<file path="config.mk">
export PLATFORM = sky130hd
export DESIGN_NAME = lpdpd_ctrl_flat
export DESIGN_NICKNAME = d
export VERILOG_FILES = /design/src/rtl/lpdpd_pkg.sv /design/src/rtl/lpdpd_if.sv /design/src/rtl/lpdpd_timer.sv /design/src/rtl/lpdpd_ctrl.sv /design/src/flat_wrapper.sv
export SDC_FILE = /design/constraint.sdc
export NUM_CORES = 1
export LEC_CHECK = 0
export BUFFER_PORTS_ARGS = -buffer_cell sky130_fd_sc_hd__buf_2
export CAP_MARGIN = 40
export CORE_MARGIN = 2
export CORE_UTILIZATION = 40
export DETAILED_ROUTE_END_ITERATION = 12
export PLACE_DENSITY_LB_ADDON = 0.25
export SYNTH_ARGS = -nofsm -noshare
export SYNTH_HDL_FRONTEND = slang
export SYNTH_SLANG_ARGS = --single-unit
export TNS_END_PERCENT = 20
</file>
<file path="constraint.sdc">
create_clock -name clk_in -period 6 [get_ports clk_in]
set_clock_uncertainty 0.05 [all_clocks]
set_input_delay 0.9 -clock clk_in [delete_from_list [all_inputs] [get_ports clk_in]]
set_output_delay 0.9 -clock clk_in [all_outputs]
set_load 0.05 [all_outputs]
</file>
<file path="src/rtl/lpdpd_pkg.sv">
// package: timing, command and state definitions shared by both ends of the power-down link
package lpdpd_pkg;

  // ****************************************
  // clock and timing figures
  // ****************************************
  localparam int CK_PERIOD_NS = 100;
  localparam int T_CKELCS_NS = 5;
  localparam int T_CKELCK_NS = 5;
  localparam int T_CKE_NS = 8;
  localparam int T_XP_NS = 500;
  localparam int T_CKCKEH_NS = 2;
  localparam int T_CMDCKE_NS = 2;
  localparam int T_MRWCKEL_NS = 14;
  localparam int T_VREF_LONG_NS = 250;
  localparam int T_ZQCKE_NS = 2;
  localparam int T_DQSCK_MAX_NS = 4;
  localparam int T_DQSS_DQS2DQ_NS = 2;
  localparam int T_WR_NS = 18;
  localparam int T_RCD_NS = 18;
  localparam int T_RP_NS = 21;
  localparam int T_RFC_NS = 130;
  localparam int T_ZQCAL_NS = 1000;
  localparam int T_OSC_NS = 800;
  localparam int RL_NCK = 14;
  localparam int WL_NCK = 8;
  localparam int BL = 16;
  localparam int NWR_NCK = 6;
  localparam int RD_POST_SHORT_NCK = 1;
  localparam int RD_POST_LONG_NCK = 2;
  localparam int WRA_EXTRA_NCK = 2;

  // least times round up to whole cycles, never below one
  function automatic int lpdpd_cyc(input int ns);
    int c;
    c = (ns + CK_PERIOD_NS - 1) / CK_PERIOD_NS;
    return (c < 1) ? 1 : c;
  endfunction

  // ****************************************
  // cycle counts
  // ****************************************
  localparam int TMR_W = 8;
  localparam logic [TMR_W-1:0] TMR_ZERO = 8'h00;
  localparam logic [TMR_W-1:0] TMR_ONE = 8'h01;
  localparam logic [TMR_W-1:0] CKELCK_CYC =
    TMR_W'((T_CKELCK_NS > T_CKELCS_NS) ? lpdpd_cyc(T_CKELCK_NS) : lpdpd_cyc(T_CKELCS_NS));
  localparam logic [TMR_W-1:0] CKE_MIN_CYC = TMR_W'(lpdpd_cyc(T_CKE_NS));
  localparam logic [TMR_W-1:0] XP_CYC = TMR_W'(lpdpd_cyc(T_XP_NS));
  localparam logic [TMR_W-1:0] CKCKEH_CYC = TMR_W'(lpdpd_cyc(T_CKCKEH_NS));
  localparam logic [TMR_W-1:0] CMDCKE_CYC = TMR_W'(lpdpd_cyc(T_CMDCKE_NS));
  localparam logic [TMR_W-1:0] MRWCKEL_CYC = TMR_W'(lpdpd_cyc(T_MRWCKEL_NS));
  localparam logic [TMR_W-1:0] VREF_LONG_CYC = TMR_W'(lpdpd_cyc(T_VREF_LONG_NS));
  localparam logic [TMR_W-1:0] ZQCKE_CYC = TMR_W'(lpdpd_cyc(T_ZQCKE_NS));
  localparam logic [TMR_W-1:0] RCD_CYC = TMR_W'(lpdpd_cyc(T_RCD_NS));
  localparam logic [TMR_W-1:0] RP_CYC = TMR_W'(lpdpd_cyc(T_RP_NS));
  localparam logic [TMR_W-1:0] RFC_CYC = TMR_W'(lpdpd_cyc(T_RFC_NS));
  localparam logic [TMR_W-1:0] ZQCAL_CYC = TMR_W'(lpdpd_cyc(T_ZQCAL_NS));
  localparam logic [TMR_W-1:0] OSC_CYC = TMR_W'(lpdpd_cyc(T_OSC_NS));
  localparam logic [TMR_W-1:0] RD_PD_CYC =
    TMR_W'(RL_NCK + lpdpd_cyc(T_DQSCK_MAX_NS) + BL / 2 + RD_POST_SHORT_NCK);
  localparam logic [TMR_W-1:0] RD_PD_LONG_CYC =
    TMR_W'(RL_NCK + lpdpd_cyc(T_DQSCK_MAX_NS) + BL / 2 + RD_POST_LONG_NCK);
  localparam logic [TMR_W-1:0] WR_PD_CYC =
    TMR_W'(WL_NCK + lpdpd_cyc(T_DQSS_DQS2DQ_NS) + BL / 2 + lpdpd_cyc(T_WR_NS));
  // "more than" the sum: one cycle on top
  localparam logic [TMR_W-1:0] WRA_PD_CYC =
    TMR_W'(WL_NCK + lpdpd_cyc(T_DQSS_DQS2DQ_NS) + BL / 2 + NWR_NCK + WRA_EXTRA_NCK + 1);

  // ****************************************
  // commands and power-down kinds
  // ****************************************
  typedef enum logic [5:0] {
    CMD_DES, CMD_ACT, CMD_PRE, CMD_RD, CMD_RDA, CMD_WR, CMD_WRA, CMD_MRR,
    CMD_MRW, CMD_MRW_LONG, CMD_REF, CMD_ZQ_START, CMD_OSC_START, CMD_SRE, CMD_SRX
  } lpdpd_cmd_t;
  typedef enum logic [1:0] {PDK_NONE, PDK_IDLE, PDK_ACTIVE, PDK_SELF} lpdpd_pdk_t;
  localparam logic [2:0] TERM_FIELD_OFF = 3'h0;

endpackage

</file>
<file path="src/rtl/lpdpd_if.sv">
// interface: command-side pins between the controller and the dram power-down logic
`timescale 1ns/1ps
`default_nettype none
interface lpdpd_if;
  logic cke;
  logic cs;
  logic [5:0] ca;
  logic ck_run;
  logic reset_n;
  modport ctl (output cke, output cs, output ca, output ck_run, output reset_n);
  modport dram (input cke, input cs, input ca, input ck_run, input reset_n);
endinterface
`default_nettype wire

</file>
<file path="src/rtl/lpdpd_timer.sv">
// module: loadable down-counter that keeps the longer of the running and the new wait
`timescale 1ns/1ps
`default_nettype none
module lpdpd_timer
  import lpdpd_pkg::*;
(
  input wire logic clk_in,              // system clock
  input wire logic rst_in,              // async reset, high
  input wire logic load_in,             // start or extend a wait
  input wire logic [TMR_W-1:0] val_in,  // wait length in cycles
  output logic busy_out                 // wait still running
);
  logic [TMR_W-1:0] count;
  wire [TMR_W-1:0] dec_count;
  wire [TMR_W-1:0] next_count;

  // a shorter load never cuts a longer wait already running
  assign dec_count = (count != TMR_ZERO) ? count - TMR_ONE : count;
  assign next_count = (load_in && val_in > dec_count) ? val_in : dec_count;
  assign busy_out = (count != TMR_ZERO);

  // counter register
  always_ff @(posedge clk_in or posedge rst_in)
  begin
    if (rst_in)
      count <= TMR_ZERO;
    else
      count <= next_count;
  end
endmodule
`default_nettype wire

</file>
<file path="src/rtl/lpdpd_ctrl.sv">
// module: controller end, sequences power-down entry, clock stop, frequency change and exit
`timescale 1ns/1ps
`default_nettype none
// What the controller and dram ends do
// no cke low during reads, writes, mode ops
// dram disables buffers except cke, reset
// cs low, clock running after cke falls
// receivers off after clock-hold time expires
// cke low held at least minimum pulse
// no refresh in power-down except self-refresh
// cke high exits; held high minimum pulse
// first command only after exit latency
// no clock stop/change in guarded windows
// power-down classed idle, active, self-refresh
// command termination stays on when enabled
// no power-down while oscillator measurement runs
// read to cke low minimum delay
// mode read to cke low minimum delay
// write to cke low minimum delay
// auto-precharge write to cke low delay
// activate, precharge hold cke for delay
// mode write hold, longer for slow settings
// calibration continues if started early enough
// frequency change only after row ops settle
// clock held at entry, stable before exit
// clock stop only after row ops settle
// flag mode updates after frequency change
// delays become rounded-up down-counts
module lpdpd_ctrl
  import lpdpd_pkg::*;
(
  input wire logic clk_in,              // system clock
  input wire logic rst_in,              // async reset, high
  lpdpd_if.ctl pins,                    // command-side pins
  input wire logic req_valid_in,        // command request
  input wire lpdpd_cmd_t req_cmd_in,    // command to issue
  output logic req_ready_out,           // command can be taken
  input wire logic rd_post_long_in,     // long read postamble set
  input wire logic pd_req_in,           // want power-down, level
  input wire logic pd_exit_in,          // want exit, level
  input wire logic clk_stop_req_in,     // want clock stopped, level
  input wire logic freq_chg_req_in,     // want frequency change, pulse
  output logic in_pd_out,               // cke is low
  output logic clk_stopped_out,         // clock is stopped
  output logic freq_sel_out,            // selected clock frequency
  output logic mr_update_due_out        // mode writes advised
);
  localparam int NT = 7;
  localparam int TI_ENTRY = 0;
  localparam int TI_ROW = 1;
  localparam int TI_LCK = 2;
  localparam int TI_CKE = 3;
  localparam int TI_STAB = 4;
  localparam int TI_XP = 5;
  localparam int TI_OSC = 6;

  typedef enum logic [2:0] {ST_RUN, ST_SETTLE, ST_PD, ST_WAKE, ST_EXIT} lpdpd_st_t;

  // ****************************************
  // decode
  // ****************************************
  lpdpd_st_t st;
  lpdpd_st_t next_st;
  logic [NT-1:0] tm_load;
  logic [NT-1:0] tm_busy;
  logic [TMR_W-1:0] tm_val [NT];
  wire take;
  wire is_rd;
  wire pd_go;
  wire stop_ok;
  wire chg_ok;
  wire wake_go;
  wire rise_go;
  wire exit_done;
  wire boot_rise;
  wire [TMR_W-1:0] entry_gap;

  assign take = req_valid_in && req_ready_out;
  assign is_rd = req_cmd_in == CMD_RD || req_cmd_in == CMD_RDA || req_cmd_in == CMD_MRR;

  // least gap from each command to cke falling; zero for the rest
  assign entry_gap =
    is_rd ? (rd_post_long_in ? RD_PD_LONG_CYC : RD_PD_CYC) :
    (req_cmd_in == CMD_WR) ? WR_PD_CYC :
    (req_cmd_in == CMD_WRA) ? WRA_PD_CYC :
    (req_cmd_in == CMD_ACT || req_cmd_in == CMD_PRE || req_cmd_in == CMD_REF) ? CMDCKE_CYC :
    (req_cmd_in == CMD_MRW) ? MRWCKEL_CYC :
    (req_cmd_in == CMD_MRW_LONG) ? VREF_LONG_CYC :
    (req_cmd_in == CMD_ZQ_START) ? ZQCKE_CYC : TMR_ZERO;

  // entry waits out every guard, oscillator run and minimum high time
  assign pd_go = st == ST_RUN && pd_req_in && !take && !tm_busy[TI_ENTRY] &&
    !tm_busy[TI_OSC] && !tm_busy[TI_CKE];
  // clock may move only once settled down and row ops done; an exit beats a stop,
  // so cke never rises on a dead clock
  assign stop_ok = st == ST_PD && clk_stop_req_in && !clk_stopped_out && !wake_go &&
    !tm_busy[TI_ROW] && !tm_busy[TI_LCK];
  assign chg_ok = st == ST_PD && freq_chg_req_in && !clk_stopped_out &&
    !tm_busy[TI_ROW] && !tm_busy[TI_LCK];
  assign wake_go = st == ST_PD && pd_exit_in && !tm_busy[TI_CKE];
  assign rise_go = st == ST_WAKE && !tm_busy[TI_STAB];
  // the first raise after reset runs the same exit waits as a wake-up
  assign boot_rise = st == ST_EXIT && !pins.cke;
  assign exit_done = st == ST_EXIT && pins.cke && !tm_busy[TI_XP] && !tm_busy[TI_CKE];

  // ****************************************
  // wait timers
  // ****************************************
  // each wait is a rounded-up count run down to zero
  assign tm_load[TI_ENTRY] = take;
  assign tm_val[TI_ENTRY] = entry_gap;
  assign tm_load[TI_ROW] = take && (req_cmd_in == CMD_ACT || req_cmd_in == CMD_PRE);
  assign tm_val[TI_ROW] = (req_cmd_in == CMD_ACT) ? RCD_CYC : RP_CYC;
  assign tm_load[TI_LCK] = pd_go;
  assign tm_val[TI_LCK] = CKELCK_CYC;
  assign tm_load[TI_CKE] = pd_go || rise_go || boot_rise;
  assign tm_val[TI_CKE] = CKE_MIN_CYC;
  assign tm_load[TI_STAB] = wake_go;
  assign tm_val[TI_STAB] = CKCKEH_CYC;
  assign tm_load[TI_XP] = rise_go || boot_rise;
  assign tm_val[TI_XP] = XP_CYC;
  assign tm_load[TI_OSC] = take && req_cmd_in == CMD_OSC_START;
  assign tm_val[TI_OSC] = OSC_CYC;

  genvar gt;
  generate
    for (gt = 0; gt < NT; gt++)
    begin : g_tmr
      lpdpd_timer u_tmr (
        .clk_in(clk_in),
        .rst_in(rst_in),
        .load_in(tm_load[gt]),
        .val_in(tm_val[gt]),
        .busy_out(tm_busy[gt])
      );
    end
  endgenerate

  // ****************************************
  // sequencer
  // ****************************************
  // next state
  always_comb
  begin
    next_st = st;
    unique case (st)
      ST_RUN:
        if (pd_go)
          next_st = ST_SETTLE;
      ST_SETTLE:
        if (!tm_busy[TI_LCK])
          next_st = ST_PD;
      ST_PD:
        if (wake_go)
          next_st = ST_WAKE;
      ST_WAKE:
        if (rise_go)
          next_st = ST_EXIT;
      ST_EXIT:
        if (exit_done)
          next_st = ST_RUN;
    endcase
  end

  // state register
  always_ff @(posedge clk_in or posedge rst_in)
  begin
    if (rst_in)
      st <= ST_EXIT;
    else
      st <= next_st;
  end

  // pins: cs stays low all through power-down, ca is don't care
  always_ff @(posedge clk_in or posedge rst_in)
  begin
    if (rst_in)
    begin
      pins.cke <= 1'b0;
      pins.cs <= 1'b0;
      pins.ca <= 6'h00;
      pins.ck_run <= 1'b1;
      pins.reset_n <= 1'b0;
    end
    else
    begin
      pins.reset_n <= 1'b1;
      pins.cs <= take;
      pins.ca <= take ? req_cmd_in : CMD_DES;
      if (pd_go)
        pins.cke <= 1'b0;
      else if (rise_go || boot_rise)
        pins.cke <= 1'b1;
      if (stop_ok)
        pins.ck_run <= 1'b0;
      else if (wake_go)
        pins.ck_run <= 1'b1;
    end
  end

  // user-side status
  always_ff @(posedge clk_in or posedge rst_in)
  begin
    if (rst_in)
    begin
      req_ready_out <= 1'b0;
      in_pd_out <= 1'b0;
      clk_stopped_out <= 1'b0;
      freq_sel_out <= 1'b0;
      mr_update_due_out <= 1'b0;
    end
    else
    begin
      // a request never lands in the cycle cke falls
      req_ready_out <= next_st == ST_RUN && !pd_go;
      in_pd_out <= next_st != ST_RUN && next_st != ST_EXIT;
      if (stop_ok)
        clk_stopped_out <= 1'b1;
      else if (wake_go)
        clk_stopped_out <= 1'b0;
      if (chg_ok)
        freq_sel_out <= !freq_sel_out;
      // set wins over the clearing mode write
      if (chg_ok)
        mr_update_due_out <= 1'b1;
      else if (take && (req_cmd_in == CMD_MRW || req_cmd_in == CMD_MRW_LONG))
        mr_update_due_out <= 1'b0;
    end
  end
endmodule
`default_nettype wire

</file>
<file path="src/flat_wrapper.sv">
// flat-port wrapper written by rule: the top's interface ports become plain ports
module lpdpd_ctrl_flat import lpdpd_pkg::*;
  (clk_in, rst_in, req_valid_in, req_cmd_in, req_ready_out, rd_post_long_in, pd_req_in, pd_exit_in, clk_stop_req_in, freq_chg_req_in, in_pd_out, clk_stopped_out, freq_sel_out, mr_update_due_out, pins_cke, pins_cs, pins_ca, pins_ck_run, pins_reset_n);
  lpdpd_if pins_i ();
  input wire logic clk_in;
  input wire logic rst_in;
  input wire logic req_valid_in;
  input wire lpdpd_cmd_t req_cmd_in;
  output logic req_ready_out;
  input wire logic rd_post_long_in;
  input wire logic pd_req_in;
  input wire logic pd_exit_in;
  input wire logic clk_stop_req_in;
  input wire logic freq_chg_req_in;
  output logic in_pd_out;
  output logic clk_stopped_out;
  output logic freq_sel_out;
  output logic mr_update_due_out;
  output wire logic [$bits(pins_i.cke)-1:0] pins_cke;
  output wire logic [$bits(pins_i.cs)-1:0] pins_cs;
  output wire logic [$bits(pins_i.ca)-1:0] pins_ca;
  output wire logic [$bits(pins_i.ck_run)-1:0] pins_ck_run;
  output wire logic [$bits(pins_i.reset_n)-1:0] pins_reset_n;
  assign pins_cke = pins_i.cke;
  assign pins_cs = pins_i.cs;
  assign pins_ca = pins_i.ca;
  assign pins_ck_run = pins_i.ck_run;
  assign pins_reset_n = pins_i.reset_n;
  lpdpd_ctrl u_core (.clk_in(clk_in), .rst_in(rst_in), .pins(pins_i), .req_valid_in(req_valid_in), .req_cmd_in(req_cmd_in), .req_ready_out(req_ready_out), .rd_post_long_in(rd_post_long_in), .pd_req_in(pd_req_in), .pd_exit_in(pd_exit_in), .clk_stop_req_in(clk_stop_req_in), .freq_chg_req_in(freq_chg_req_in), .in_pd_out(in_pd_out), .clk_stopped_out(clk_stopped_out), .freq_sel_out(freq_sel_out), .mr_update_due_out(mr_update_due_out));
endmodule
</file>
==> results of run 1 <==
[cell usage in the layout, fill, tap and decap left out, types with 6 or more instances in the layout]
master	Yosys	routed
nor4b_1	7	7
or2_2	8	8
a31oi_1	6	6
a21o_1	8	8
nand2b_1	6	6
ha_1	18	18
dfrtp_1	72	72
and3_1	7	7
mux2_2	8	8
buf_2	2	28
nand3b_1	7	7
o21ai_0	14	14
nor2_1	58	58
nand2_1	32	32
inv_1	29	28
nor3_1	20	20
clkbuf_8	0	12
xor2_1	10	10
and2_1	8	8
a21oi_1	14	14
xnor2_1	17	17
nand3_1	9	9
[final cells by class]
type,count,share of cell area
inverter,29,0.0225
sequential,74,0.384
tap,136,0.0352
clock buffer,13,0.0350
multi-input combinational,341,0.481
timing repair buffer,30,0.0347
clock inverter,2,0.00725
[registers in the layout (all words and copies together), names as in the netlist]
| register | flops |
|---|---|
| u_core.g_tmr.u_tmr.count | 56 |
| u_core.pins.ca | 6 |
| u_core.st | 3 |
| u_core.clk_stopped_out | 1 |
| u_core.freq_sel_out | 1 |
| u_core.in_pd_out | 1 |
| u_core.mr_update_due_out | 1 |
| u_core.pins.ck_run | 1 |
| u_core.pins.cke | 1 |
| u_core.pins.cs | 1 |
| u_core.pins.reset_n | 1 |
| u_core.req_ready_out | 1 |
[worst max-delay path by stage]
stage / start / end / slack (ps) / cells past startpoint
CTS: u_core.g_tmr[0].u_tmr.count[0]$_DFF_PP0_ / u_core.g_tmr[0].u_tmr.count[1]$_DFF_PP0_ / 2650 / 12
finish: u_core.g_tmr[0].u_tmr.count[0]$_DFF_PP0_ / u_core.g_tmr[0].u_tmr.count[1]$_DFF_PP0_ / 2650 / 12
global route: u_core.g_tmr[0].u_tmr.count[0]$_DFF_PP0_ / u_core.g_tmr[0].u_tmr.count[0]$_DFF_PP0_ / 2440 / 12
global placement: req_cmd_in[4] / u_core.g_tmr[0].u_tmr.count[0]$_DFF_PP0_ / 2640 / 10
floorplan: req_cmd_in[4] / u_core.g_tmr[0].u_tmr.count[0]$_DFF_PP0_ / 2870 / 10
detailed placement: req_cmd_in[4] / u_core.g_tmr[0].u_tmr.count[1]$_DFF_PP0_ / 2550 / 10
[power groups by stage]
stage / clock network, mW / registers [mW] / logic (mW)
4_1_cts: 0.416 / 1.00 / 1.08
2_1_floorplan: 0 / 1.01 / 0.821
5_1_grt: 0.438 / 1.05 / 1.22
3_5_place_dp: 0 / 1.01 / 1.08
3_3_place_gp: 0 / 0.998 / 1.05
6_report: 0.400 / 1.00 / 1.08
[critical path, stage by stage, from the launching register on]
cell	delay (ps)
dfrtp_1	410
inv_1	130
ha_1	210
nor4b_4	320
nand2_1	210
nand2_1	120
o21a_1	140
inv_1	50
ha_1	290
a21oi_1	70
o31a_1	230
or4_1	660
mux2_4	350
[per-stage QoR]
step	setup slack [ps]	hold slack, ps	util	area (um^2)
after floorplan	2870	444	-	4310
after CTS	2650	458	0.464	4830
after global placement	2640	411	0.442	4610
after detailed placement	2550	441	0.444	4630
after global routing	2440	477	0.464	4830
final	2650	446	0.464	4830
[metal layers]
| metal | share of wire | global-route usage |
|---|---|---|
| met5 | 0 | 0 |
| met4 | 0.020 | 0.0696 |
| met3 | 0.031 | 0.0351 |
| met2 | 0.49 | 0.271 |
| met1 | 0.46 | 0.208 |
[cells by family (layout without fill, tap and decap cells)]
| kind of cell | Yosys count | in the layout | share of synthesized area |
|---|---|---|---|
| multiplexers | 14 | 14 | 0.0372 |
| AO/OA/AOI/OAI | 75 | 75 | 0.119 |
| other | 1 | 1 | 0.000870 |
| adder cells (fa/ha/maj) | 18 | 18 | 0.0523 |
| XOR/XNOR | 27 | 27 | 0.0549 |
| AND/OR/NAND/NOR | 206 | 206 | 0.275 |
| flip-flops | 74 | 74 | 0.430 |
| buffers and inverters | 34 | 74 | 0.0302 |
==> results.md, run 1 <==
* Initial Utilization at 0.414
* Final Setup Violations at 0
* Fill count at 990
* Seq. cell area at 1850 um^2
* Hold Crit Start: u_core.freq_sel_out$_DFFE_PP0P_
* Internal power at 1.43 mW
* Area leader, netlist: dfrtp_1
* Setup repair bufs after CTS at 0
* Leakage at 2.13 nW
* Clk pwr share at 0.161
* Die Y at 108 um
* Count leader, synth: dfrtp_1
* Synth Net Count at 481
* Footprint of the multi-input gates at 2330 um^2
* Hold-fix buffers, CTS at 0
* FF+latch count, synth at 74
* DP Cell Count at 610
* Full die area at 11600 um^2
* CP Capture Type: flop
* Share of flip-flops with an asynchronous set or reset at 1.00
* Via density at 5.45
* Ys flop type: dfrtp_1
* Switching Share at 0.421
* # port buffers at 28
* Number of nets in the layout at 517
* Gp weighted congestion at 0.830
* Fmax at 298 MHz
* Total power at 2.48 mW
* Clock Latency Late Sink at 350 ps
* CORE AREA at 10400 um^2
* MaxCap Viol Count at 0
* Root buffer cell: clkbuf_8
* Resized Gates After CTS at 0
* Hold Fails Final Rpt at 0
* Final WL at 8720 um
* DR iter-0 viols at 180
* NetSw at 1.04 mW
* 1st-pass router iterations at 4
* TNS Setup at 0 ps
* RR Startpoint: u_core.g_tmr[0].u_tmr.count[0]$_DFF_PP0_
* Worst Reg2Reg Path Length in Cells at 12
* ANT nets after route at 0
* Final HPWL DP at 6470 um
* Period utilization at 0.559
* Peak supply drop at 0.169 mV
* Placement Rows at 37
* Status: complete, no violations
* Post-layout minimum cycle time at 3350 ps
* Drt drc at 0
* Total track usage at 0.164
* Comb power frac at 0.434
* Worst R2R Setup Slack at 2650 ps
* Critical path class: reg -> reg
* Max Root-Sink Buffers at 2
* Clock transition at path regs at 70 ps
* First-pass GRT wire length at 15200 um
* Cell variety after synth at 64
* Final std cells w/o fill at 625
* Synth top area share at 0.418
* Max Slew Vio Count at 0
* Critical Path Source Type: flop
* Syn-to-layout area delta at 12.1%
* Most frequent cells after synthesis: dfrtp_1 (72), nor2_1 (58), nand2_1 (32), inv_1 (29), nor3_1 (20)
* H-Tree Depth at 3
* Synth warnings at 0
* Sequential fraction of the synthesis area at 0.430
* Hold Path End: u_core.freq_sel_out$_DFFE_PP0P_
* Synth top area cells: dfrtp_1 (42%), ha_1 (5.2%), nor2_1 (5.1%), xnor2_1 (3.5%), nand2_1 (2.8%)
* CTS sink count at 74
* Unrepaired setup endpoints after global routing: no
* WP data required at 6180 ps
* Mapped cell area at 4310 um^2
* Reg2reg end: u_core.g_tmr[0].u_tmr.count[1]$_DFF_PP0_
* Vias at 3405
* Min-Delay Path Depth at 1
* Slew headroom at 0.454
* Largest fanout on the critical path at 5
* Syn Inst Count at 449
* Hold/Removal Path Class: reg -> reg
* Initial antenna violation count at 0
* Power Dens Cells at 513 nW/um^2
* Share of layout cells above drive strength 1 at 0.170
* Flop pwr share at 0.405
* CTS buffer count at 9
* Crit path arrival time at 3530 ps
* Grt ovf at 0
* Boundary Pins at 29
* Vias in the first global route at 3297
* Ant diodes at 0
* EDFF count, synth at 0
* Largest net degree at the start of global routing at 39
* Syn_area_per_cell at 9.60 um^2
* Die extent in x at 108 um
* Worst-margin pin slew at 808 ps
* TritonCTS clock tree: done
* Avg WL per Cell at 13.9 um
No activity file was read; power rests on OpenSTA's default activity.
==> inputs of run 2 (changes only) <==
- clock period: 6 -> 3.15 ns (I/O delays scaled with it)
==> run 2 against run 1 <==
Compared with the run above:
- setup slack worse by 2500 ps
- first-iteration DRC count is 26% lower
- cell count is 0.80% higher
- power is 91% higher
- hold slack worse by 300 ps
- sequential cell count stayed put
- sequential share of layout area is 0.25 points lower
- core utilization is 0.30 points higher
- global-route usage is 0.55 points lower
- via count is 0.82% lower
- critical path depth is 1 lower
- highest routed layer unchanged
- critical endpoint is now u_core.g_tmr[0].u_tmr.count[0]$_DFF_PP0_
- largest cell class unchanged
- combinational power is 91% higher
==> results.md, run 2 (synthesis results as in run 1) <==
* Status: complete, no violations
* Fill count at 1035 (+4.5%)
* Crit path arrival time at 3150 ps (-380 ps)
* Worst-margin pin slew at 798 ps (-9.78 ps)
* Ant diodes at 0 (unchanged)
* Vias at 3377 (-0.82%)
* Avg WL per Cell at 13.7 um (-1.8%)
* CTS buffer count at 9 (unchanged)
* Pre-CTS WS at 73.3 ps (-2470 ps)
* Unrepaired setup endpoints after global routing: no
* Gp weighted congestion at 0.834 (+0.55%)
* Total track usage at 0.159 (-0.00547)
* Die Y at 108 um (unchanged)
* Root buffer cell: clkbuf_8
* Setup repair bufs after CTS at 0 (unchanged)
* Power Dens Cells at 974 nW/um^2 (+90%)
* Final WL at 8630 um (-1.0%)
* Clock Latency Late Sink at 350 ps (about the same)
* Top reg by flops: u_core.g_tmr.u_tmr.count
* Commonest non-fill, non-tap cell in the layout: dfrtp_1
* Fmax at 337 MHz (+13%)
* ANT nets after route at 0 (unchanged)
* Largest net degree at the start of global routing at 75 (+92%)
* Max Slew Vio Count at 0 (unchanged)
* Critical path class: reg -> reg
* MaxCap Viol Count at 0 (unchanged)
* Max reg flops at 56 (unchanged)
* CP Cell Sequence: inv_1 -> ha_1 -> nor4b_4 -> buf_4 -> nor3_1 -> a21oi_1 -> ha_1 -> nand2_1 -> o31a_1 -> or4_4 -> mux2_4
* TNS Setup at 0 ps (unchanged)
* CP most frequent cell: ha_1
* DR iter-0 viols at 134 (-26%)
* Top delay family on crit path: simple AND/OR/NAND/NOR gates
* Reg2reg end: u_core.g_tmr[0].u_tmr.count[0]$_DFF_PP0_
* # port buffers at 28 (unchanged)
* Peak supply drop at 0.487 mV (+190%)
* Final std cells w/o fill at 630 (+0.80%)
* CORE AREA at 10400 um^2 (unchanged)
* Final WS setup at 184 ps (-2460 ps)
* Full die area at 11600 um^2 (unchanged)
* Largest stage delay on the critical path at 570 ps (-90 ps)
* 1st-pass router iterations at 4 (unchanged)
* Worst R2R Setup Slack at 180 ps (-2460 ps)
* Placement Rows at 37 (unchanged)
* TritonCTS clock tree: done
* Final HPWL DP at 6280 um (-3.0%)
* Number of nets in the layout at 521 (+0.77%)
* Leakage at 2.14 nW (+0.20%)
* Crit path buffers/inverters at 2 (unchanged)
* DP Cell Count at 614 (+0.66%)
* Most frequent cells in the layout: dfrtp_1 (72), nor2_1 (58), nand2_1 (32), inv_1 (28), buf_2 (28)
* Resized Gates After CTS at 0 (unchanged)
* Biggest registers after layout: u_core.g_tmr.u_tmr.count x56, u_core.pins.ca x6, u_core.st x3
* Vias in the first global route at 3265 (-0.97%)
* Placed Area at 4660 um^2 (+0.65%)
* Drt drc at 0 (unchanged)
* Die extent in x at 108 um (unchanged)
* Clock transition at path regs at 80 ps (about the same)
* Slowest cell on crit path: or4_4
* RR Startpoint: u_core.g_tmr[0].u_tmr.count[0]$_DFF_PP0_
* Share of layout cells above drive strength 1 at 0.182 (+0.0125)
* Boundary Pins at 29 (unchanged)
* Hold Fails Final Rpt at 0 (unchanged)
* Max Root-Sink Buffers at 2 (unchanged)
* Initial Utilization at 0.414 (unchanged)
* CP Capture Type: flop
* Grt ovf at 0 (unchanged)
* Period utilization at 0.942 (+0.383)
* Post-layout minimum cycle time at 2970 ps (-386 ps)
* Design Area, Final at 4860 um^2 (+0.65%)
* CTS sink count at 74 (unchanged)
* Final Setup Violations at 0 (unchanged)
* Fin Hold WS at 146 ps (-300 ps)
* Largest fanout on the critical path at 5 (unchanged)
* WP data required at 3340 ps (-2840 ps)
* H-Tree Depth at 3 (unchanged)
* Critical Path Source Type: flop
* Hold/Removal Path Class: in -> async
* Total power at 4.73 mW (+91%)
* Layout Utilization at 0.467 (+0.00300)
* Hold-fix buffers, CTS at 0 (unchanged)
* Initial antenna violation count at 0 (unchanged)
* Slew headroom at 0.460 (+0.00661)
* Worst Reg2Reg Path Length in Cells at 11 (-1)
* Syn-to-layout area delta at 12.8%
* Via density at 5.36 (-1.6%)
* First-pass GRT wire length at 14800 um (-2.1%)
## run 2: cell count changes in the layout (fill, tap and decap cells not counted), sizes merged
cell / previous run / this run
buf: 30 / 34
clkbuf: 13 / 9
clkinvlp: 0 / 4
inv: 29 / 31
clkinv: 1 / 0
## run 2: per-layer routing
metal  GRT usage  share of wire  vias to the layer above
met1       0.207           0.48                     1618
met4      0.0668          0.017                        0
met5           0              0                        -
met2       0.252           0.46                       63
met3      0.0381          0.039                       15
li1            -              -                     1681
## run 2: worst register-to-register path: stages, from the launching register on
cell	delay, ps
dfrtp_1	390
inv_1	100
ha_1	240
nor4b_4	140
buf_4	150
nor3_1	160
a21oi_1	80
ha_1	330
nand2_1	60
o31a_1	270
or4_4	570
mux2_4	320
## run 2: how the worst max path moves through the flow
stage / start / endpoint / slack, ps / cells past startpoint
after floorplan: u_core.g_tmr[0].u_tmr.count[0]$_DFF_PP0_ / u_core.g_tmr[0].u_tmr.count[0]$_DFF_PP0_ / 150 / 13
after global placement: u_core.g_tmr[0].u_tmr.count[0]$_DFF_PP0_ / u_core.g_tmr[0].u_tmr.count[0]$_DFF_PP0_ / 160 / 11
after detailed placement: u_core.g_tmr[0].u_tmr.count[0]$_DFF_PP0_ / u_core.g_tmr[0].u_tmr.count[0]$_DFF_PP0_ / 70 / 11
after CTS: u_core.g_tmr[0].u_tmr.count[0]$_DFF_PP0_ / u_core.g_tmr[0].u_tmr.count[0]$_DFF_PP0_ / 60 / 11
after global routing: u_core.g_tmr[0].u_tmr.count[0]$_DFF_PP0_ / u_core.g_tmr[0].u_tmr.count[0]$_DFF_PP0_ / 5 / 12
final: u_core.g_tmr[0].u_tmr.count[0]$_DFF_PP0_ / u_core.g_tmr[0].u_tmr.count[0]$_DFF_PP0_ / 180 / 11
## run 2: where the power goes
part	internal (mW)	switching [mW]
Sequential	1.39	0.522
Clock	0.371	0.392
Combinational	0.933	1.13
## run 2: cell type report
cell class / instances / area [um^2] / share of cell area
repair buffers: 34 / 198 / 0.0407
multi-input cells: 341 / 2330 / 0.479
clock inverters: 7 / 77.6 / 0.0160
well taps: 136 / 170 / 0.0350
flip-flops and latches: 74 / 1850 / 0.381
inverters: 29 / 109 / 0.0224
clock buffers: 9 / 124 / 0.0255
